### src/rtl/sps_pkg.sv
// Constants and types shared by the shared-pin function select block
package sps_pkg;

  // ----------------------------------------------------------------
  // Register bus
  // ----------------------------------------------------------------
  localparam int ADDR_W = 4;
  localparam int DATA_W = 8;
  localparam logic [3:0] REG_MODE = 4'h0;
  localparam logic [3:0] REG_STAT = 4'h1;
  localparam logic [3:0] REG_ADDR = 4'h2;
  localparam logic [3:0] REG_CHAN = 4'h3;
  localparam logic [3:0] REG_FUNC = 4'h4;

  // ----------------------------------------------------------------
  // Mode register fields
  // ----------------------------------------------------------------
  localparam int MODE_RATE_LSB = 0;
  localparam int MODE_CLK8_BIT = 2;
  localparam int MODE_MUX_BIT = 3;
  localparam int MODE_8X4_BIT = 4;
  localparam int MODE_16X8_BIT = 5;
  localparam logic [7:0] MODE_RST = 8'h00;
  localparam logic [1:0] RATE_2M = 2'h0;
  localparam logic [1:0] RATE_4M = 2'h1;
  localparam logic [1:0] RATE_8M = 2'h2;
  localparam logic [7:0] CHAN_BASE = 8'h20;

  // ----------------------------------------------------------------
  // Status and pin function fields
  // ----------------------------------------------------------------
  localparam int STAT_OVR_BIT = 0;
  localparam int STAT_FMTV_BIT = 1;
  localparam int STAT_GCI_BIT = 2;
  localparam int FUNC_IN6_ADDR = 0;
  localparam int FUNC_IN7_ADDR = 1;
  localparam int FUNC_LOW_ADDR = 2;
  localparam int FUNC_MID_ADDR = 3;
  localparam int FUNC_LOW_SER = 4;
  localparam int FUNC_MID_SER = 5;

  // ----------------------------------------------------------------
  // Stream, sync and timing
  // ----------------------------------------------------------------
  localparam int WORD_W = 14;
  localparam int SYNC_W = 20;
  localparam int LEN_W = 16;
  localparam logic [15:0] LEN_MAX = 16'hffff;
  localparam int CLK_NS = 20;
  localparam int ACK_DLY_NS = 40;
  localparam logic [1:0] ACK_DLY_CYC = 2'((ACK_DLY_NS + CLK_NS - 1) / CLK_NS);

  typedef enum logic [1:0] {ACK_IDLE, ACK_WAIT, ACK_DRIVE} sps_ack_t;

endpackage : sps_pkg

### src/rtl/sps_pair_buf.sv
// Two-entry buffer with valid and ready on both sides
`timescale 1ns/1ps
`default_nettype none
module sps_pair_buf #(
  parameter int W = sps_pkg::WORD_W
) (
  // Clock and reset
  input wire logic clk_sys,
  input wire logic srst,
  // Filling side
  input wire logic [W-1:0] in_data,
  input wire logic in_valid,
  output logic in_ready,
  // Draining side
  output logic [W-1:0] out_data,
  output logic out_valid,
  input wire logic out_ready
);

  logic [W-1:0] d0_r, d0_nxt, d1_r, d1_nxt;
  logic v0_r, v0_nxt, v1_r, v1_nxt;
  logic push, pop;

  assign in_ready = !v1_r;
  assign out_valid = v0_r;
  assign out_data = d0_r;

  always_comb
  begin
    push = in_valid && !v1_r;
    pop = v0_r && out_ready;
    d0_nxt = d0_r;
    d1_nxt = d1_r;
    v0_nxt = v0_r;
    v1_nxt = v1_r;
    case ({push, pop})
      2'b10:
      begin
        if (!v0_r)
        begin
          d0_nxt = in_data;
          v0_nxt = 1'b1;
        end
        else
        begin
          d1_nxt = in_data;
          v1_nxt = 1'b1;
        end
      end
      2'b01:
      begin
        d0_nxt = d1_r;
        v0_nxt = v1_r;
        v1_nxt = 1'b0;
      end
      2'b11:
      begin
        d0_nxt = in_data;
        v0_nxt = 1'b1;
      end
      default:
      begin
        v0_nxt = v0_r;
      end
    endcase
  end

  always_ff @(posedge clk_sys)
  begin
    if (srst)
    begin
      d0_r <= '0;
      d1_r <= '0;
      v0_r <= 1'b0;
      v1_r <= 1'b0;
    end
    else
    begin
      d0_r <= d0_nxt;
      d1_r <= d1_nxt;
      v0_r <= v0_nxt;
      v1_r <= v1_nxt;
    end
  end

endmodule : sps_pair_buf
`default_nettype wire

### src/rtl/sps_pin_select.sv
// Shared-pin function select, frame format detection and stream sampling
`timescale 1ns/1ps
`default_nettype none
// How it works
// (RQ1) Transfer acknowledge pin driven low when a host transfer completes, released otherwise.
// (RQ2) Streams carry 32, 64 or 128 channels at 2.048, 4.096, 8.192 Mb/s.
// (RQ3) Non-multiplexed bus at 8.192 or 4.096 rate: input-6 pin is address bit 6.
// (RQ4) At 2.048, 4.096 eight-by-four, or multiplexed bus: input-6 pin is stream 6.
// (RQ5) Non-multiplexed bus at 8.192 rate: input-7 pin is address bit 7.
// (RQ6) At 2.048, 4.096 eight-by-four, or multiplexed bus: input-7 pin is stream 7.
// (RQ7) Frame pulse accepted in either framing format, format found automatically.
// (RQ8) Outside party supplies a 4.096 or 8.192 MHz serial clock matching the mode.
// (RQ9) Non-multiplexed bus: three low shared pins are address bits 0 to 2.
// (RQ10) Sixteen-by-eight configuration: three low shared pins are streams 8 to 10.
// (RQ11) Non-multiplexed bus: next three shared pins are address bits 3 to 5.
// (RQ12) Sixteen-by-eight configuration: upper three shared pins are streams 11 to 13.
// (RQ13) Board ties address 6 or 7 to the output-6 or output-7 pin when both needed.
// (RQ14) Host holds chip select low to enable a read or write.
// (RQ15) Pin functions derive directly from the current configuration settings.
module sps_pin_select (
  // Clock and reset
  input wire logic clk_sys,
  input wire logic srst,
  // Register port
  input wire logic [3:0] reg_addr,
  input wire logic [7:0] reg_wdata,
  input wire logic reg_wr,
  input wire logic reg_rd,
  output logic [7:0] reg_rdata,
  // Host bus pins
  input wire logic host_cs_n,
  input wire logic host_ds,
  output logic transfer_ack_n_o,
  output logic transfer_ack_n_oe,
  output logic [7:0] host_addr,
  output logic host_addr_valid,
  // Serial pins
  input wire logic [5:0] serial_in_0_to_5,
  input wire logic shared_in6_addr6_pin,
  input wire logic shared_in7_addr7_pin,
  input wire logic [2:0] low_addr_or_serial_8_10,
  input wire logic [2:0] mid_addr_or_serial_11_13,
  input wire logic shared_out6_addr6_pin,
  input wire logic shared_out7_addr7_pin,
  input wire logic frame_sync_in,
  input wire logic serial_clk,
  // Sampled stream word
  output logic [13:0] st_word,
  output logic st_valid,
  input wire logic st_ready,
  // Pin function state
  output logic [5:0] pin_func,
  output logic frame_fmt_gci
);

  // ----------------------------------------------------------------
  // Input synchroniser
  // ----------------------------------------------------------------
  logic [19:0] s1_r, s2_r;
  logic sclk_d_r, fr_d_r;
  logic fr_s, sclk_s, cs_n_s, ds_s, out7_s, out6_s, in7_s, in6_s;
  logic [2:0] mid_s, low_s;
  logic [5:0] ser_s;

  always_ff @(posedge clk_sys)
  begin
    if (srst)
    begin
      s1_r <= '0;
      s2_r <= '0;
      sclk_d_r <= 1'b0;
      fr_d_r <= 1'b0;
    end
    else
    begin
      s1_r <= {frame_sync_in, serial_clk, host_cs_n, host_ds, shared_out7_addr7_pin,
               shared_out6_addr6_pin, mid_addr_or_serial_11_13, low_addr_or_serial_8_10,
               shared_in7_addr7_pin, shared_in6_addr6_pin, serial_in_0_to_5};
      s2_r <= s1_r;
      sclk_d_r <= s2_r[18];
      fr_d_r <= s2_r[19];
    end
  end

  assign {fr_s, sclk_s, cs_n_s, ds_s, out7_s, out6_s, mid_s, low_s, in7_s, in6_s, ser_s} = s2_r;

  // ----------------------------------------------------------------
  // Mode configuration and pin function
  // ----------------------------------------------------------------
  logic [7:0] mode_r, mode_nxt;
  logic [1:0] rate;
  logic clk8, mux_bus, cfg8x4, cfg16x8;
  logic [5:0] func_c;
  logic [5:0] func_r;
  logic [7:0] chan_r, chan_nxt;

  assign rate = mode_r[sps_pkg::MODE_RATE_LSB +: 2];
  assign clk8 = mode_r[sps_pkg::MODE_CLK8_BIT];
  assign mux_bus = mode_r[sps_pkg::MODE_MUX_BIT];
  assign cfg8x4 = mode_r[sps_pkg::MODE_8X4_BIT];
  assign cfg16x8 = mode_r[sps_pkg::MODE_16X8_BIT];

  always_comb
  begin
    mode_nxt = mode_r;
    if (reg_wr && reg_addr == sps_pkg::REG_MODE)
      mode_nxt = reg_wdata;
    // Pin functions are decoded from the live mode and registered into func_r one cycle later [RQ15]
    func_c = '0;
    func_c[sps_pkg::FUNC_IN6_ADDR] = !mux_bus && (rate == sps_pkg::RATE_8M ||
                                     (rate == sps_pkg::RATE_4M && !cfg8x4)); // [RQ3] [RQ4]
    func_c[sps_pkg::FUNC_IN7_ADDR] = !mux_bus && rate == sps_pkg::RATE_8M; // [RQ5] [RQ6]
    func_c[sps_pkg::FUNC_LOW_ADDR] = !mux_bus; // [RQ9]
    func_c[sps_pkg::FUNC_MID_ADDR] = !mux_bus; // [RQ11]
    func_c[sps_pkg::FUNC_LOW_SER] = mux_bus && cfg16x8; // [RQ10]
    func_c[sps_pkg::FUNC_MID_SER] = mux_bus && cfg16x8; // [RQ12]
    chan_nxt = (rate == sps_pkg::RATE_4M || rate == sps_pkg::RATE_8M) ?
               sps_pkg::CHAN_BASE << rate : sps_pkg::CHAN_BASE; // [RQ2]
  end

  always_ff @(posedge clk_sys)
  begin
    if (srst)
    begin
      mode_r <= sps_pkg::MODE_RST;
      func_r <= '0;
      chan_r <= sps_pkg::CHAN_BASE;
    end
    else
    begin
      mode_r <= mode_nxt;
      func_r <= func_c;
      chan_r <= chan_nxt;
    end
  end

  assign pin_func = func_r;

  a_in6_addr_func: assert property (@(posedge clk_sys) disable iff (srst)
    !mux_bus && rate == sps_pkg::RATE_8M ##1 !srst |-> pin_func[sps_pkg::FUNC_IN6_ADDR]) // [RQ3]
    else $error("input-6 pin not address at 8.192 rate");
  a_in6_ser_func: assert property (@(posedge clk_sys) disable iff (srst)
    (mux_bus || rate == sps_pkg::RATE_2M || (rate == sps_pkg::RATE_4M && cfg8x4))
    |=> !pin_func[sps_pkg::FUNC_IN6_ADDR]) // [RQ4]
    else $error("input-6 pin not serial");
  a_in7_addr_func: assert property (@(posedge clk_sys) disable iff (srst)
    $past(!mux_bus && rate == sps_pkg::RATE_8M) == pin_func[sps_pkg::FUNC_IN7_ADDR]) // [RQ5]
    else $error("input-7 pin function wrong");
  a_in7_ser_func: assert property (@(posedge clk_sys) disable iff (srst)
    (rate == sps_pkg::RATE_4M && cfg8x4) |=> !pin_func[sps_pkg::FUNC_IN7_ADDR]) // [RQ6]
    else $error("input-7 pin not serial in eight-by-four");
  a_chan_count: assert property (@(posedge clk_sys) disable iff (srst)
    rate == sps_pkg::RATE_8M ##1 rate == sps_pkg::RATE_8M |-> chan_r == 8'h80) // [RQ2]
    else $error("channel count not 128 at 8.192 rate");

  // ----------------------------------------------------------------
  // Frame format detection
  // ----------------------------------------------------------------
  logic [15:0] len_cnt_r, len_cnt_nxt, len_hi_r, len_hi_nxt, len_lo_r, len_lo_nxt;
  logic fr_edge, fmt_valid, fmt_gci_r, fmt_gci_nxt;

  always_comb
  begin
    fr_edge = fr_s != fr_d_r;
    len_hi_nxt = len_hi_r;
    len_lo_nxt = len_lo_r;
    len_cnt_nxt = (len_cnt_r == sps_pkg::LEN_MAX) ? len_cnt_r : len_cnt_r + 16'h0001;
    if (fr_edge)
    begin
      len_cnt_nxt = 16'h0001;
      if (fr_d_r)
        len_hi_nxt = len_cnt_r;
      else
        len_lo_nxt = len_cnt_r;
    end
    // A short high phase is an active-high pulse, otherwise active-low [RQ7]
    fmt_valid = len_hi_r != 16'h0000 && len_lo_r != 16'h0000;
    fmt_gci_nxt = fmt_valid ? (len_hi_r < len_lo_r) : fmt_gci_r;
  end

  always_ff @(posedge clk_sys)
  begin
    if (srst)
    begin
      len_cnt_r <= '0;
      len_hi_r <= '0;
      len_lo_r <= '0;
      fmt_gci_r <= 1'b0;
    end
    else
    begin
      len_cnt_r <= len_cnt_nxt;
      len_hi_r <= len_hi_nxt;
      len_lo_r <= len_lo_nxt;
      fmt_gci_r <= fmt_gci_nxt;
    end
  end

  assign frame_fmt_gci = fmt_gci_r;

  a_fmt_detect: assert property (@(posedge clk_sys) disable iff (srst)
    fmt_valid && $stable(len_hi_r) && $stable(len_lo_r)
    |=> frame_fmt_gci == $past(len_hi_r < len_lo_r)) // [RQ7]
    else $error("frame format not taken from pulse phases");

  // ----------------------------------------------------------------
  // Bit sampling on the serial clock
  // ----------------------------------------------------------------
  logic [1:0] bit_cnt_r, bit_cnt_nxt, bit_mask;
  logic sclk_rise, frame_start, sample_en, ovr_r, ovr_nxt, buf_in_ready;
  logic [13:0] word_c;

  always_comb
  begin
    // Serial clock to bit rate ratio; the clock pin follows the mode [RQ8]
    case ({clk8, rate})
      3'b000, 3'b011: bit_mask = 2'h1;
      3'b100, 3'b111: bit_mask = 2'h3;
      3'b101: bit_mask = 2'h1;
      default: bit_mask = 2'h0;
    endcase
    sclk_rise = sclk_s && !sclk_d_r;
    frame_start = fr_edge && (fr_s == fmt_gci_r);
    bit_cnt_nxt = bit_cnt_r;
    if (frame_start)
      bit_cnt_nxt = 2'h0;
    else if (sclk_rise)
      bit_cnt_nxt = bit_cnt_r + 2'h1;
    sample_en = sclk_rise && ((bit_cnt_r & bit_mask) == 2'h0);
    word_c[5:0] = ser_s;
    word_c[6] = in6_s && !func_r[sps_pkg::FUNC_IN6_ADDR]; // [RQ4]
    word_c[7] = in7_s && !func_r[sps_pkg::FUNC_IN7_ADDR]; // [RQ6]
    word_c[10:8] = low_s & {3{func_r[sps_pkg::FUNC_LOW_SER]}}; // [RQ10]
    word_c[13:11] = mid_s & {3{func_r[sps_pkg::FUNC_MID_SER]}}; // [RQ12]
    ovr_nxt = ovr_r;
    if (reg_wr && reg_addr == sps_pkg::REG_STAT && reg_wdata[sps_pkg::STAT_OVR_BIT])
      ovr_nxt = 1'b0;
    if (sample_en && !buf_in_ready)
      ovr_nxt = 1'b1;
  end

  always_ff @(posedge clk_sys)
  begin
    if (srst)
    begin
      bit_cnt_r <= '0;
      ovr_r <= 1'b0;
    end
    else
    begin
      bit_cnt_r <= bit_cnt_nxt;
      ovr_r <= ovr_nxt;
    end
  end

  sps_pair_buf #(.W(sps_pkg::WORD_W)) u_buf (
    .clk_sys(clk_sys),
    .srst(srst),
    .in_data(word_c),
    .in_valid(sample_en),
    .in_ready(buf_in_ready),
    .out_data(st_word),
    .out_valid(st_valid),
    .out_ready(st_ready)
  );

  a_low_ser_mask: assert property (@(posedge clk_sys) disable iff (srst)
    sample_en && buf_in_ready && !st_valid && !func_r[sps_pkg::FUNC_LOW_SER]
    |=> st_valid && st_word[10:8] == 3'h0) // [RQ10]
    else $error("low pins sampled while not streams");

  // ----------------------------------------------------------------
  // Host address and transfer acknowledge
  // ----------------------------------------------------------------
  sps_pkg::sps_ack_t ack_st_r, ack_st_nxt;
  logic [1:0] ack_cnt_r, ack_cnt_nxt;
  logic [7:0] haddr_r, haddr_nxt;
  logic hval_r, hval_nxt, ack_oe_r, ack_n_r, access;

  always_comb
  begin
    access = !cs_n_s && ds_s;
    ack_st_nxt = ack_st_r;
    ack_cnt_nxt = ack_cnt_r;
    haddr_nxt = haddr_r;
    hval_nxt = hval_r;
    case (ack_st_r)
      sps_pkg::ACK_IDLE:
      begin
        if (access)
        begin
          ack_st_nxt = sps_pkg::ACK_WAIT;
          ack_cnt_nxt = sps_pkg::ACK_DLY_CYC - 2'h1;
          hval_nxt = !mux_bus;
          haddr_nxt[2:0] = func_r[sps_pkg::FUNC_LOW_ADDR] ? low_s : 3'h0; // [RQ9]
          haddr_nxt[5:3] = func_r[sps_pkg::FUNC_MID_ADDR] ? mid_s : 3'h0; // [RQ11]
          // Address 6 and 7 come from the output pins when inputs carry streams on a non-multiplexed bus [RQ13]
          haddr_nxt[6] = func_r[sps_pkg::FUNC_IN6_ADDR] ? in6_s : (!mux_bus && out6_s); // [RQ3]
          haddr_nxt[7] = func_r[sps_pkg::FUNC_IN7_ADDR] ? in7_s : (!mux_bus && out7_s); // [RQ5]
        end
      end
      sps_pkg::ACK_WAIT:
      begin
        if (!access)
          ack_st_nxt = sps_pkg::ACK_IDLE;
        else if (ack_cnt_r == 2'h0)
          ack_st_nxt = sps_pkg::ACK_DRIVE; // [RQ1]
        else
          ack_cnt_nxt = ack_cnt_r - 2'h1;
      end
      sps_pkg::ACK_DRIVE:
      begin
        if (!access)
          ack_st_nxt = sps_pkg::ACK_IDLE; // [RQ1]
      end
      default:
      begin
        ack_st_nxt = sps_pkg::ACK_IDLE;
      end
    endcase
  end

  always_ff @(posedge clk_sys)
  begin
    if (srst)
    begin
      ack_st_r <= sps_pkg::ACK_IDLE;
      ack_cnt_r <= '0;
      haddr_r <= '0;
      hval_r <= 1'b0;
      ack_oe_r <= 1'b0;
      ack_n_r <= 1'b1;
    end
    else
    begin
      ack_st_r <= ack_st_nxt;
      ack_cnt_r <= ack_cnt_nxt;
      haddr_r <= haddr_nxt;
      hval_r <= hval_nxt;
      ack_oe_r <= ack_st_nxt == sps_pkg::ACK_DRIVE;
      ack_n_r <= ack_st_nxt != sps_pkg::ACK_DRIVE;
    end
  end

  assign transfer_ack_n_o = ack_n_r;
  assign transfer_ack_n_oe = ack_oe_r;
  assign host_addr = haddr_r;
  assign host_addr_valid = hval_r;

  a_ack_drive_low: assert property (@(posedge clk_sys) disable iff (srst)
    transfer_ack_n_oe == !transfer_ack_n_o) // [RQ1]
    else $error("acknowledge enabled without driving low");
  a_ack_timing: assert property (@(posedge clk_sys) disable iff (srst)
    ack_st_r == sps_pkg::ACK_IDLE && access ##1 access[*2] |=> transfer_ack_n_oe) // [RQ1]
    else $error("acknowledge late after access");
  a_ack_release: assert property (@(posedge clk_sys) disable iff (srst)
    transfer_ack_n_oe && !access |=> !transfer_ack_n_oe) // [RQ1]
    else $error("acknowledge held after access ended");
  a_addr_low: assert property (@(posedge clk_sys) disable iff (srst)
    ack_st_r == sps_pkg::ACK_IDLE && access && func_r[sps_pkg::FUNC_LOW_ADDR]
    |=> host_addr[5:0] == $past({mid_s, low_s})) // [RQ9] [RQ11]
    else $error("low address bits not taken from shared pins");

  // ----------------------------------------------------------------
  // Register read port
  // ----------------------------------------------------------------
  logic [7:0] rdata_r, rdata_nxt;

  always_comb
  begin
    rdata_nxt = 8'h00;
    if (reg_rd)
    begin
      case (reg_addr)
        sps_pkg::REG_MODE: rdata_nxt = mode_r;
        sps_pkg::REG_STAT: rdata_nxt = {5'h00, fmt_gci_r, fmt_valid, ovr_r};
        sps_pkg::REG_ADDR: rdata_nxt = haddr_r;
        sps_pkg::REG_CHAN: rdata_nxt = chan_r;
        sps_pkg::REG_FUNC: rdata_nxt = {2'h0, func_r};
        default: rdata_nxt = 8'h00;
      endcase
    end
  end

  always_ff @(posedge clk_sys)
  begin
    if (srst)
      rdata_r <= '0;
    else
      rdata_r <= rdata_nxt;
  end

  assign reg_rdata = rdata_r;

endmodule : sps_pin_select
`default_nettype wire

### config.mk
export PLATFORM = sky130hd
export DESIGN_NAME = sps_pin_select
export DESIGN_NICKNAME = d
export VERILOG_FILES = /design/src/rtl/sps_pkg.sv /design/src/rtl/sps_pair_buf.sv /design/src/rtl/sps_pin_select.sv
export SDC_FILE = /design/constraint.sdc
export NUM_CORES = 1
export LEC_CHECK = 0
export ABC_AREA = 1
export BUFFER_PORTS_ARGS = -buffer_cell sky130_fd_sc_hd__buf_2
export CORE_ASPECT_RATIO = 1.1
export CORE_UTILIZATION = 58
export CTS_CLUSTER_DIAMETER = 120
export CTS_CLUSTER_SIZE = 25
export DETAILED_ROUTE_END_ITERATION = 12
export PLACE_DENSITY = 0.82
export SETUP_SLACK_MARGIN = 0.4
export SLEW_MARGIN = 40
export SYNTH_ARGS = -nofsm -noshare
export SYNTH_HDL_FRONTEND = slang
export SYNTH_SLANG_ARGS = --single-unit
### constraint.sdc
create_clock -name clk_sys -period 2.2 [get_ports clk_sys]
set_clock_uncertainty 0.15 [all_clocks]
set_input_delay 0.66 -clock clk_sys [delete_from_list [all_inputs] [get_ports clk_sys]]
set_output_delay 0.66 -clock clk_sys [all_outputs]
set_load 0.03 [all_outputs]
# Word-level counts from Yosys, hierarchy flattened

Cells that the tools add are included.

Shift operators: 1
Bitwise operators: 6
Equality and inequality tests: 26
Add/sub/neg operators: 3
Reduce and logical (&&, ||, !) cells: 54
Order comparisons: 1
Muxes and demuxes: 24

Operator list:

| cell                                                                   | count |
|---|---|
| 14-bit case mux with 3 select lines                                    | 1 |
| 8-bit case mux with 5 select lines                                     | 1 |
| 16-bit nonzero test                                                    | 2 |
| 1-bit logical AND                                                      | 19 |
| 16-bit by 1-bit adder with 16-bit output (second input constant)       | 1 |
| 16-bit equality test (second input constant)                           | 1 |
| 16-bit less-than comparator                                            | 1 |
| 14-bit 2-to-1 mux                                                      | 1 |
| 2-bit 2-to-1 mux                                                       | 7 |
| 2-bit inequality test (second input constant)                          | 6 |
| 2-bit AND reduction                                                    | 6 |
| 2-bit OR reduction                                                     | 6 |
| 2-bit equality test (second input constant)                            | 5 |
| 3-bit equality test (second input constant)                            | 3 |
| 4-bit by 2-bit equality test with 1-bit output (second input constant) | 2 |
| 2-bit case mux with 2 select lines                                     | 2 |
| 2-bit nonzero test                                                     | 4 |
| 6-bit by 2-bit << shifter with 8-bit output (first input constant)     | 1 |
| 1-bit zero test                                                        | 7 |
| 1-bit 2-to-1 mux                                                       | 7 |
| 3-bit AND                                                              | 2 |
| 2-bit by 1-bit equality test with 1-bit output (second input constant) | 3 |
| 2-bit zero test                                                        | 3 |
| 3-bit 2-to-1 mux                                                       | 2 |
| other kinds (18)                                                       | 22 |

Logic and storage cells: 140
Input port bits: 37
Register bits: 168
Output and inout port bits: 41

# Depth between registers and ports, before layout

Gate-level depths: netlist of the first run.

Word-level depth: 10
Mapped depth: 12
Mapped depth without buffers: 12

# By module

A second synthesis of the first run with hierarchy kept.

Cell total of the unflattened synthesis: 935
Area, all modules: 6990.5 sq um

Modules (own cells, without submodules):

| module         | area each (sq um) | cells each | seq. area each (sq um) | instances |
|---|---|---|---|---|
| sps_pin_select | 5408.9            | 712        | 2642.5                 | 1 |
| sps_pair_buf   | 1581.5            | 223        | 600.6                  | 1 |

# Least setup slack after synthesis of the first run

OpenSTA, ideal clock, no wires.

Kind: register to register
From: reg mode_r[0]
To: reg u_buf.d1_r[10]
Period minus slack after synthesis: 1.821 ns
Setup slack: 0.379 ns
Arrival: 1.556 ns
Stages on the path, launching flop included: 10
Setup time: 0.116 ns
Data required time: 1.934 ns
Buffers on the path: 1
Path through: dfxtp_1 > inv_1 > ha_1 > o21ai_2 > nand2_4 > nor2_8 > nand3_4 > buf_2 > a21oi_1 > nor2_1

Cells in the longest elaborated chain, start to end: 9
Elaborated cells between the ends (all ways): 14
Those cells by class: 5 x eq/ne; 1 x mux; 1 x bitwise; 7 x reduce/logical

RTL lines:

| what                                                               | line                  | RTL |
|---|---|---|
| start, declared                                                    | sps_pin_select.sv:90  | `logic [7:0] mode_r, mode_nxt;` |
| start signal, assigned                                             | sps_pin_select.sv:125 | `mode_r <= sps_pkg::MODE_RST;` |
| start signal, assigned                                             | sps_pin_select.sv:131 | `mode_r <= mode_nxt;` |
| 3-bit equality test (tied with other cells)                        | sps_pin_select.sv:216 | `case ({clk8, rate})` |
| 3-bit OR reduction (no line) or 2-bit OR reduction (tied branches) | -                     |  |
| 2-bit case mux with 2 select lines (*)                             | sps_pin_select.sv:216 |  |
| 2-bit AND (*)                                                      | sps_pin_select.sv:229 | `sample_en = sclk_rise && ((bit_cnt_r & bit_mask) == 2'h0);` |
| 2-bit zero test (*)                                                | sps_pin_select.sv:229 |  |
| 1-bit logical AND (*)                                              | sps_pin_select.sv:229 |  |
| 1-bit logical AND (*)                                              | sps_pair_buf.sv:30    | `push = in_valid && !v1_r;` |
| 2-bit equality test (*)                                            | sps_pair_buf.sv:36    | `case ({push, pop})` |
| 2-bit AND reduction (no line) (*)                                  | -                     |  |
| end signal, assigned                                               | sps_pair_buf.sv:80    | `d1_r <= d1_nxt;` |
| end, declared                                                      | sps_pair_buf.sv:20    | `logic [W-1:0] d0_r, d0_nxt, d1_r, d1_nxt;` |

Mark *: on every way between the ends. The rest lies on a longest branch, timed or not.
A chain may end at the register's enable or synchronous reset.

# Final worst setup path of the first run

From: reg mode_r[1]
To: reg u_buf.d1_r[8]

The elaborated chain is that of the path after synthesis.

==> results of run 1 <==
layer usage:
layer / global-route usage [%] / vias up
li1: - / 3031
met1: 31.6 / 2789
met2: 46.9 / 255
met3: 6.86 / 69
met4: 14.2 / 0
met5: 0 / -
layout make-up:
type,instances,share of cell area [%]
Clock buffer,20,5.55
Clock inverter,12,1.82
Inverter,148,6.86
Multi-Input combinational cell,549,34.8
Sequential cell,162,39.0
Tap cell,147,2.19
Timing Repair Buffer,114,9.68
Timing Repair inverter,1,0.0744
worst max-delay path: stages (launching register included):
cell	delay (ns)
dfxtp_4	0.36
inv_6	0.07
ha_4	0.13
nand3_2	0.07
nand2_1	0.09
inv_2	0.06
nand2_4	0.09
nor2_8	0.06
buf_12	0.14
nand3_4	0.10
clkinv_4	0.15
o21ai_0	0.27
nor2_1	0.07
through the flow:
stage          utilization [%]  std cells  cell area (um^2)  worst slack (ns)
2_1_floorplan                -        890              6770             0.413
5_1_grt                   75.6       1153              8400             0.191
3_5_place_dp              65.7       1096              7300             0.125
6_report                  75.6       1153              8400             0.262
4_1_cts                   73.8       1144              8200             0.367
3_3_place_gp              65.7       1096              7300             0.201
registers in the layout, summed over array words and instances (netlist names):
name / flops
host_addr: 8
reg_rdata: 8
host_addr_valid: 1
transfer_ack_n_o: 1
pin_func: 4
len_hi_r: 16
bit_cnt_r: 2
u_buf.out_data: 14
ovr_r: 1
u_buf.out_valid: 1
sclk_d_r: 1
s2_r: 20
mode_r: 8
ack_st_r: 2
len_lo_r: 16
s1_r: 20
frame_fmt_gci: 1
ack_cnt_r: 2
fr_d_r: 1
chan_r: 3
u_buf.v1_r: 1
transfer_ack_n_oe: 1
u_buf.d1_r: 14
len_cnt_r: 16
what timing repair did:
item / CTS / global route
gates resized for setup: 43 / 53
buffers inserted: 16 / 8
endpoints found under the hold margin: 0 / 0
pin swaps: 8 / 6
hold buffers: 0 / 0
endpoints found under the setup margin: 50 / 66
cloned: 0 / 1
path summary, 6_finish.rpt:
check,slack (ns),to,cells past startpoint,start
worst max-delay path,0.26,u_buf.d1_r[8]$_SDFFE_PP0P_,12,mode_r[1]$_SDFFE_PP0P_
worst min-delay path,0.25,s2_r[4]$_SDFF_PP0_,2,s1_r[4]$_SDFF_PP0_
worst max register to register,0.26,u_buf.d1_r[8]$_SDFFE_PP0P_,12,mode_r[1]$_SDFFE_PP0P_
worst min register to register,0.25,s2_r[4]$_SDFF_PP0_,2,s1_r[4]$_SDFF_PP0_
cell usage in the layout, fill, tap and decap left out, types with 4 or more instances in the layout:
cell type	instances
nand2_1	118
a21oi_1	71
a31oi_1	6
o21ai_1	8
o22ai_1	4
dfxtp_4	7
inv_1	138
nand2_2	12
dfxtp_1	148
a21oi_2	21
buf_12	5
buf_4	39
buf_2	57
nor3_1	9
nand3b_1	8
xor2_1	5
nand3_1	32
o21ai_0	73
clkinv_4	4
inv_2	4
dfxtp_2	7
ha_1	19
nor2_1	130
clkinv_2	4
clkbuf_16	17
buf_6	10
logic make-up (layout without fill, tap and decap cells):
| group | Yosys count | in the layout | share of synthesized area [%] |
|---|---|---|---|
| xor gates and xnor gates | 7 | 7 | 0.908 |
| buffers and inverters | 179 | 295 | 10.5 |
| adders and majority gates | 23 | 23 | 4.26 |
| and+or+nand+nor | 329 | 329 | 21.3 |
| DFF | 162 | 162 | 48.0 |
| AOI/OAI and AO/OA | 190 | 190 | 15.0 |
report_power, final:
group	internal (uW)	switching, uW
logic	224	374
clock network	1880	1180
registers	3030	73.7
total	5140	1620
==> impl_metrics.csv, run 1 <==
group,metric,value,unit
clock_tree,cts_made_buffers,17,
worst_hold_path,hold_class,"reg2reg",
logic_synthesis,synth_edf_count,0,
clock_tree,cts_sinks,162,
critical_path,startpoint_type,"flop",
timing,finalMaxSlewViolations,0,
timing,holdWs,0.247,ns
drt,wl_per_cell,14.5,um
logic_synthesis,post-synth-top-count-cell,"dfxtp_1",
logic_synthesis,post_synth_num_cell_types,42,
drt,drt_iter0_markers,402,
drt,vias_per_cell,5.33,
place,io_buffer_count,77,
clock_tree,htreeDepth,4,
logic_synthesis,synthFlopType,"dfxtp_1",
clock_tree,cts_tree,"done",
timing,worst_pin_slew,0.491,ns
drt,dr_wl_met3,937,um
power,ir_drop,0.000659,V
layout,syn_to_final_growth,24.4,%
place,dpl.hpwl,10.3,mm
floorplan,die-area,12100,um^2
global_route,grt_util_all_layers,27.2,%
logic_synthesis,synth_warnings,0,
logic_synthesis,synthCells,890,
layout,final_nets,1053,
drt,wl_met1,6.72,mm
floorplan,rows,40,
floorplan,io_pins,78,
floorplan,fp.dieH,115,um
drt,drc,0,
logic_synthesis,syn_area_per_cell,7.59,um^2
power,powerDensity,804,nW/um^2
logic_synthesis,synth_common_cells,"dfxtp_1 (162), inv_1 (142), nor2_1 (132), nand2_1 (121), a21oi_1 (84)",
global_route,grt_max_degree,69,
drt,num_vias,6144,
critical_path,crit_fanout,14,
critical_path,cp.required,2.36,ns
logic_synthesis,synth_seq_cells,162,
global_route,overflow,0,
outcome,status,"finished, final reports clean",
critical_path,critical_path_class,"reg2reg",
floorplan,fp.dieW,105,um
clock_tree,cts.clk_slew.worst_paths,0.06,ns
layout,nFillCells,742,
clock_tree,root_buffer,"clkbuf_16",
power,finalPower,6760,uW
logic_synthesis,netlist_top_cells_area,"dfxtp_1 (48%), inv_1 (7.9%), nor2_1 (7.3%)",
logic_synthesis,synth_top_area_share,48.0,%
layout,regArea,3280,um^2
drt,top_layer,"met4",
flow_run,max-cap-violations,0,
logic_synthesis,synth_top_cell_by_area,"dfxtp_1",
timing,rsz0062_at_grt,"yes",
drt,wl,16.7,mm
timing,finalSetupViolCount,0,
timing,fin_crit_sh,88.1,%
floorplan,start_util,60.8,%
timing,fin_crit,1.94,ns
floorplan,placeableCoreArea,11100,um^2
layout,drive_gt1_share,22.2,%
clock_tree,clkLatencyLatePin,0.43,ns
timing,setup_tns,0,ns
timing,hold_viol_final,0,
layout,antenna_cells,0,
global_route,antenna_found_initial,0,
layout,multiInputGateArea,2930,um^2
drt,drtPass1Iterations,5,
place,place.gp.congestion,0.889,
drt,ant_nets,0,
critical_path,cp-end-kind,"flop",
global_route,grt_pass1_vias,5636,
logic_synthesis,synth_area,6760,um^2
global_route,grt_pass1_wl,25.9,mm
power,p_leak,0.00376,uW
logic_synthesis,synth_nets,950,
clock_tree,cts_buffer_depth,2,
timing,fmax,516,MHz
logic_synthesis,ys_seq_area_share,48.0,%
timing,slew-limit-headroom,67.2,%
logic_synthesis,synthArstFlopShare,0,%
critical_path,crit_arrival,2.09,ns
drt,wl_met2,8.36,mm
No activity file was read; power rests on OpenSTA's default activity.
==> run 2: changes to the inputs <==
--- a/config.mk
+++ b/config.mk
@@ -13,7 +13,7 @@
 export CTS_CLUSTER_SIZE = 25
 export DETAILED_ROUTE_END_ITERATION = 12
 export PLACE_DENSITY = 0.82
-export SETUP_SLACK_MARGIN = 0.4
+export SETUP_SLACK_MARGIN = 0.3
 export SLEW_MARGIN = 40
 export SYNTH_ARGS = -nofsm -noshare
 export SYNTH_HDL_FRONTEND = slang
==> run 2 against run 1 <==
Maximum frequency is 1.6% lower. Count of clock-buffer cells in the layout stayed put. Global-route usage is 0.88 points higher. Largest power group is now the clock network. Critical path type unchanged.
==> impl_metrics.csv, run 2 (same netlist as run 1, synthesis figures left out) <==
group,metric,value,unit
drt,wl_per_cell,14.8,um
flow_run,max-cap-violations,0,
critical_path,cp-end-kind,"flop",
outcome,status,"finished, final reports clean",
critical_path,critPathMaxStageDelay,0.33,ns
layout,final_nets,1056,
layout,reg.largest.list,"s1_r: 20 flops, s2_r: 20 flops",
power,powerDensity,832,nW/um^2
global_route,antenna_found_initial,0,
layout,antenna_cells,0,
layout,syn_to_final_growth,23.2,%
timing,setup_tns,0,ns
drt,drtPass1Iterations,5,
clock_tree,cts_sinks,162,
clock_tree,cts_tree,"done",
worst_hold_path,worstHoldStart,"s1_r[0]$_SDFF_PP0_",
timing,rsz0062_at_grt,"yes",
worst_hold_path,whs_endpoint,"s2_r[0]$_SDFF_PP0_",
critical_path,critical_path.cell_chain,"buf_4 -> ha_4 -> o21ai_4 -> nand2_4 -> nor2_8 -> nand2_4 -> nand2_4 -> clkinvlp_4 -> a21oi_2 -> nor2_1",
place,placed_area,7320,um^2
floorplan,io_pins,78,
layout,multiInputGateArea,2930,um^2
timing,finalMaxSlewViolations,0,
global_route,grt_pass1_wl,26.7,mm
drt,drt_iter0_markers,443,
critical_path,cp.required,2.36,ns
timing,finalSetupViolCount,0,
timing,slew-limit-headroom,68.0,%
critical_path,r2r_cells,10,
floorplan,fp.dieH,115,um
floorplan,rows,40,
clock_tree,ctsHoldBuffers,0,
timing,fin_crit,1.97,ns
clock_tree,cts_buffer_depth,2,
timing,fmax,508,MHz
clock_tree,root_buffer,"clkbuf_16",
layout,fin_area,8320,um^2
timing,hold_viol_final,0,
layout,drive_gt1_share,21.8,%
critical_path,crit_fanout,8,
power,ir_drop,0.000492,V
drt,wl,17.2,mm
global_route,overflow,0,
drt,vias_per_cell,5.34,
place,dpl.hpwl,10.3,mm
clock_tree,htreeDepth,4,
global_route,grt_max_degree,59,
critical_path,crit_arrival,2.13,ns
place,io_buffer_count,77,
timing,worst_pin_slew,0.479,ns
drt,num_vias,6173,
place,place.gp.congestion,0.880,
global_route,grt_util_all_layers,28.1,%
critical_path,reg2reg_setup_slack,0.23,ns
critical_path,slowest_stage,"dfxtp_2",
floorplan,die-area,12100,um^2
floorplan,fp.dieW,105,um
layout,nFillCells,778,
clock_tree,cts.clk_slew.worst_paths,0.07,ns
worst_hold_path,holdPathStages,2,
drt,drc,0,
critical_path,reg2reg_to,"u_buf.out_data[6]$_SDFFE_PP0P_",
timing,fin_crit_sh,89.5,%
clock_tree,cts_made_buffers,17,
drt,ant_nets,0,
layout,final_cell_mix,"dfxtp_1 (152), inv_1 (138), nor2_1 (131)",
critical_path,critical_path_class,"reg2reg",
critical_path,startpoint_type,"flop",
global_route,grt_pass1_vias,5781,
layout,regArea,3260,um^2
layout,final_common_cell,"dfxtp_1",
power,p_leak,0.00376,uW
worst_hold_path,hold_class,"reg2reg",
clock_tree,clkLatencyLatePin,0.42,ns
floorplan,placeableCoreArea,11100,um^2
floorplan,start_util,60.8,%
layout,final_core_util,74.9,%
critical_path,path_common_cell,"nand2_4",
critical_path,timing.rr.start,"mode_r[1]$_SDFFE_PP0P_",
==> run 2: changes by cell type in the layout (fill, tap and decap cells not counted), sizes merged <==
| cell | change |
|---|---|
| buf | +2 |
| clkinv | -5 |
| nand2 | +1 |
| bufinv | +2 |
| clkinvlp | +1 |
| inv | +2 |
==> run 2: timing repair <==
item / in CTS / in global routing
cloned: 1 / 2
setup buffers: 8 / 14
endpoints found under the setup margin: 34 / 48
resized for setup: 23 / 32
pin swaps: 6 / 9
==> run 2: worst max-delay path by stage <==
stage / start / endpoint / slack, ns / cells past startpoint
3_3_place_gp: mode_r[0]$_SDFFE_PP0P_ / u_buf.out_data[13]$_SDFFE_PP0P_ / 0.18 / 10
2_1_floorplan: mode_r[0]$_SDFFE_PP0P_ / u_buf.d1_r[10]$_SDFFE_PP0P_ / 0.38 / 9
4_1_cts: mode_r[0]$_SDFFE_PP0P_ / u_buf.out_data[11]$_SDFFE_PP0P_ / 0.30 / 10
3_5_place_dp: mode_r[0]$_SDFFE_PP0P_ / u_buf.out_data[11]$_SDFFE_PP0P_ / 0.09 / 10
6_report: mode_r[1]$_SDFFE_PP0P_ / u_buf.out_data[6]$_SDFFE_PP0P_ / 0.23 / 10
5_1_grt: mode_r[0]$_SDFFE_PP0P_ / u_buf.out_data[6]$_SDFFE_PP0P_ / 0.16 / 10
==> run 2: where the power goes <==
| group | leakage [uW] | internal (uW) | switching, uW | total, uW |
|---|---|---|---|---|
| logic | 0.00212 | 210 | 376 | 586 |
| registers | 0.00132 | 3040 | 68.0 | 3110 |
| clock network | 0.000315 | 2050 | 1180 | 3230 |
| total | 0.00376 | 5300 | 1620 | 6930 |
==> run 2: routing by layer <==
| layer | share of wire [%] | vias up | GRT usage (%) |
|---|---|---|---|
| met1 | 40 | 2813 | 31.3 |
| li1 | - | 3026 | - |
| met2 | 50 | 265 | 50.9 |
| met4 | 3.9 | 0 | 14.2 |
| met5 | 0 | - | 0 |
| met3 | 5.9 | 69 | 6.24 |
==> run 2: area by class of cell <==
class	instances	share of cell area (%)
repair inverters	1	0.0902
flip-flops and latches	162	39.1
clock buffers	20	5.37
well taps	147	2.21
repair buffers	116	8.71
inverters	148	6.84
multi-input cells	550	35.2
clock inverters	12	2.44
==> run 2: per-stage QoR <==
stage          setup slack [ns]  hold WS, ns  total power (uW)  cells
6_report                  0.231        0.251              6930   1156
5_1_grt                   0.156        0.265              7160   1156
4_1_cts                   0.301        0.248              6920   1140
3_5_place_dp             0.0926        0.244              3690   1099
3_3_place_gp              0.175        0.241              3680   1099
2_1_floorplan             0.379        0.238              3530    890
==> run 2: worst max-delay path, delay by kind of cell (launching register included) <==
family	cells	cell delay [ns]
AO/OA/AOI/OAI	2	0.38
AND/OR/NAND/NOR	5	0.48
flip-flops	1	0.33
buffers and inverters	2	0.35
adder cells (fa/ha/maj)	1	0.16
==> run 3: changes to the inputs <==
--- a/config.mk
+++ b/config.mk
@@ -8,11 +8,12 @@
 export ABC_AREA = 1
 export BUFFER_PORTS_ARGS = -buffer_cell sky130_fd_sc_hd__buf_2
 export CORE_ASPECT_RATIO = 1.1
-export CORE_UTILIZATION = 58
+export CORE_UTILIZATION = 60
+export CTS_BUF_LIST = sky130_fd_sc_hd__clkbuf_4 sky130_fd_sc_hd__clkbuf_8
 export CTS_CLUSTER_DIAMETER = 120
 export CTS_CLUSTER_SIZE = 25
 export DETAILED_ROUTE_END_ITERATION = 12
-export PLACE_DENSITY = 0.82
+export PLACE_DENSITY = 0.85
 export SETUP_SLACK_MARGIN = 0.3
 export SLEW_MARGIN = 40
 export SYNTH_ARGS = -nofsm -noshare
==> run 3 against run 2 <==
Final area shrank 4.2%. Highest routed layer unchanged. Sequential cell count is the same. Count of clock-buffer cells in the layout grew 2. First-iteration DRC count shrank 20%. Via count shrank 4.8%. Worst setup slack gained 0.098 ns. Sequential share of layout area grew 1.8 points. Core utilization shrank 2.2 points. Critical path depth shrank 9. Sequential power is essentially flat. Clock power shrank 31%.
==> impl_metrics.csv, run 3 (same netlist as run 1, synthesis figures left out) <==
group,metric,value,unit
global_route,grt_max_degree,68,
global_route,grt_pass1_vias,5153,
global_route,antenna_found_initial,0,
timing,rsz0062_at_grt,"yes",
drt,vias_per_cell,5.14,
floorplan,fp.dieW,103,um
global_route,met2_usage,45.1,%
place,place.gp.congestion,0.848,
critical_path,cp-end-kind,"output port",
global_route,grt_pass1_wl,23.7,mm
clock_tree,root_buffer,"clkbuf_8",
critical_path,critPathMaxStageDelay,0.40,ns
critical_path,r2r_cells,10,
timing,finalMaxSlewViolations,0,
clock_tree,cts_tree,"done",
floorplan,placeableCoreArea,11000,um^2
global_route,overflow,0,
clock_tree,cts_sinks,162,
timing,fin_crit,1.87,ns
layout,final_core_util,72.7,%
clock_tree,cts.clk_slew.worst_paths,0.08,ns
worst_hold_path,worstHoldStart,"s1_r[3]$_SDFF_PP0_",
timing,setup_tns,0,ns
power,p_leak,0.00359,uW
layout,final_common_cell,"dfxtp_1",
critical_path,crit_arrival,1.06,ns
floorplan,io_pins,78,
layout,final_nets,1045,
critical_path,slowest_stage,"dfxtp_2",
timing,holdWs,0.243,ns
worst_hold_path,holdPathStages,2,
drt,wl,14.8,mm
drt,num_vias,5875,
clock_tree,cts_buffer_depth,2,
timing,hold_viol_final,0,
layout,final_cell_mix,"dfxtp_1 (153), inv_1 (138), nor2_1 (131)",
drt,wl_per_cell,13.0,um
floorplan,die-area,11700,um^2
critical_path,critPathBufInv,1,
layout,antenna_cells,0,
floorplan,fp.dieH,113,um
critical_path,reg2reg_setup_slack,0.35,ns
critical_path,cp.required,1.39,ns
flow_run,max-cap-violations,0,
timing,finalSetupViolCount,0,
global_route,met1_usage,31.7,%
critical_path,cp_num_cells,1,
power,powerDensity,740,nW/um^2
power,ir_drop,0.000454,V
clock_tree,clkLatencyLatePin,0.44,ns
worst_hold_path,hold_class,"reg2reg",
outcome,status,"finished, final reports clean",
critical_path,timing.rr.start,"mode_r[0]$_SDFFE_PP0P_",
floorplan,start_util,61.6,%
power,finalPower,5900,uW
critical_path,critical_path_class,"reg2out",
global_route,top_usage_layer,"met2",
clock_tree,htreeDepth,4,
timing,fmax,534,MHz
critical_path,startpoint_type,"flop",
timing,slew-limit-headroom,68.8,%
place,io_buffer_count,77,
timing,fin_crit_sh,85.1,%
drt,drc,0,
layout,reg.largest.list,"s1_r: 20 flops, s2_r: 20 flops",
clock_tree,cts_made_buffers,17,
critical_path,critical_path.cell_chain,"buf_2",
drt,drtPass1Iterations,5,
critical_path,crit_fanout,5,
global_route,grt_util_all_layers,26.2,%
layout,drive_gt1_share,20.0,%
floorplan,rows,40,
critical_path,cp-startpoint,"u_buf.out_valid$_SDFFE_PP0P_",
place,dpl.hpwl,10.0,mm
critical_path,critPathTopFamily,"flip-flops",
drt,ant_nets,0,
clock_tree,ctsHoldBuffers,0,
drt,drt_iter0_markers,356,
layout,syn_to_final_growth,18.0,%
global_route,grt_use_met3,6.42,%
timing,worst_pin_slew,0.467,ns
run 3: worst reg2reg max path, cell delays in order, from the launching register on:
cell,delay [ns]
dfxtp_4,0.40
inv_4,0.05
ha_4,0.17
o21ai_4,0.17
nand2_4,0.09
nor2_8,0.15
nand2_4,0.09
nand2_8,0.08
clkinvlp_4,0.20
a21oi_2,0.16
nor2_1,0.06
run 3: per-stage QoR:
stage | instances | setup WS, ns | instance area, um^2
2_1_floorplan | 890 | 0.379 | 6760
3_3_place_gp | 1098 | 0.161 | 7300
3_5_place_dp | 1098 | 0.0939 | 7300
6_report | 1144 | 0.329 | 7970
5_1_grt | 1144 | 0.248 | 7970
4_1_cts | 1138 | 0.282 | 7860
run 3: area by class of cell:
class | instances | area (um^2)
Timing Repair Buffer | 107 | 642
Clock buffer | 22 | 284
Multi-Input combinational cell | 549 | 2890
Inverter | 148 | 572
Clock inverter | 9 | 131
Tap cell | 147 | 184
Fill cell | 839 | 2990
Sequential cell | 162 | 3260
run 3: final timing paths:
path | end
setup / recovery | st_valid
hold / removal | s2_r[3]$_SDFF_PP0_
setup reg to reg | u_buf.out_data[12]$_SDFFE_PP0P_
hold reg to reg | s2_r[3]$_SDFF_PP0_
run 3: per-layer routing:
layer,share of wire (%),wire (um)
met3,5.7,845
met5,0,0
met4,1.8,263
met2,50,7410
met1,43,6320
run 3: report_power, final:
group / switching [uW] / leakage [uW] / total [uW] / internal, uW
logic: 359 / 0.00206 / 563 / 204
registers: 66.6 / 0.00133 / 3100 / 3030
clock network: 1020 / 0.000205 / 2240 / 1210
total: 1450 / 0.00359 / 5900 / 4450
run 3: timing repair:
action / CTS / global route
pin swaps: 5 / 7
setup endpoints to repair: 37 / 37
buffers inserted: 9 / 6
resized for setup: 27 / 19
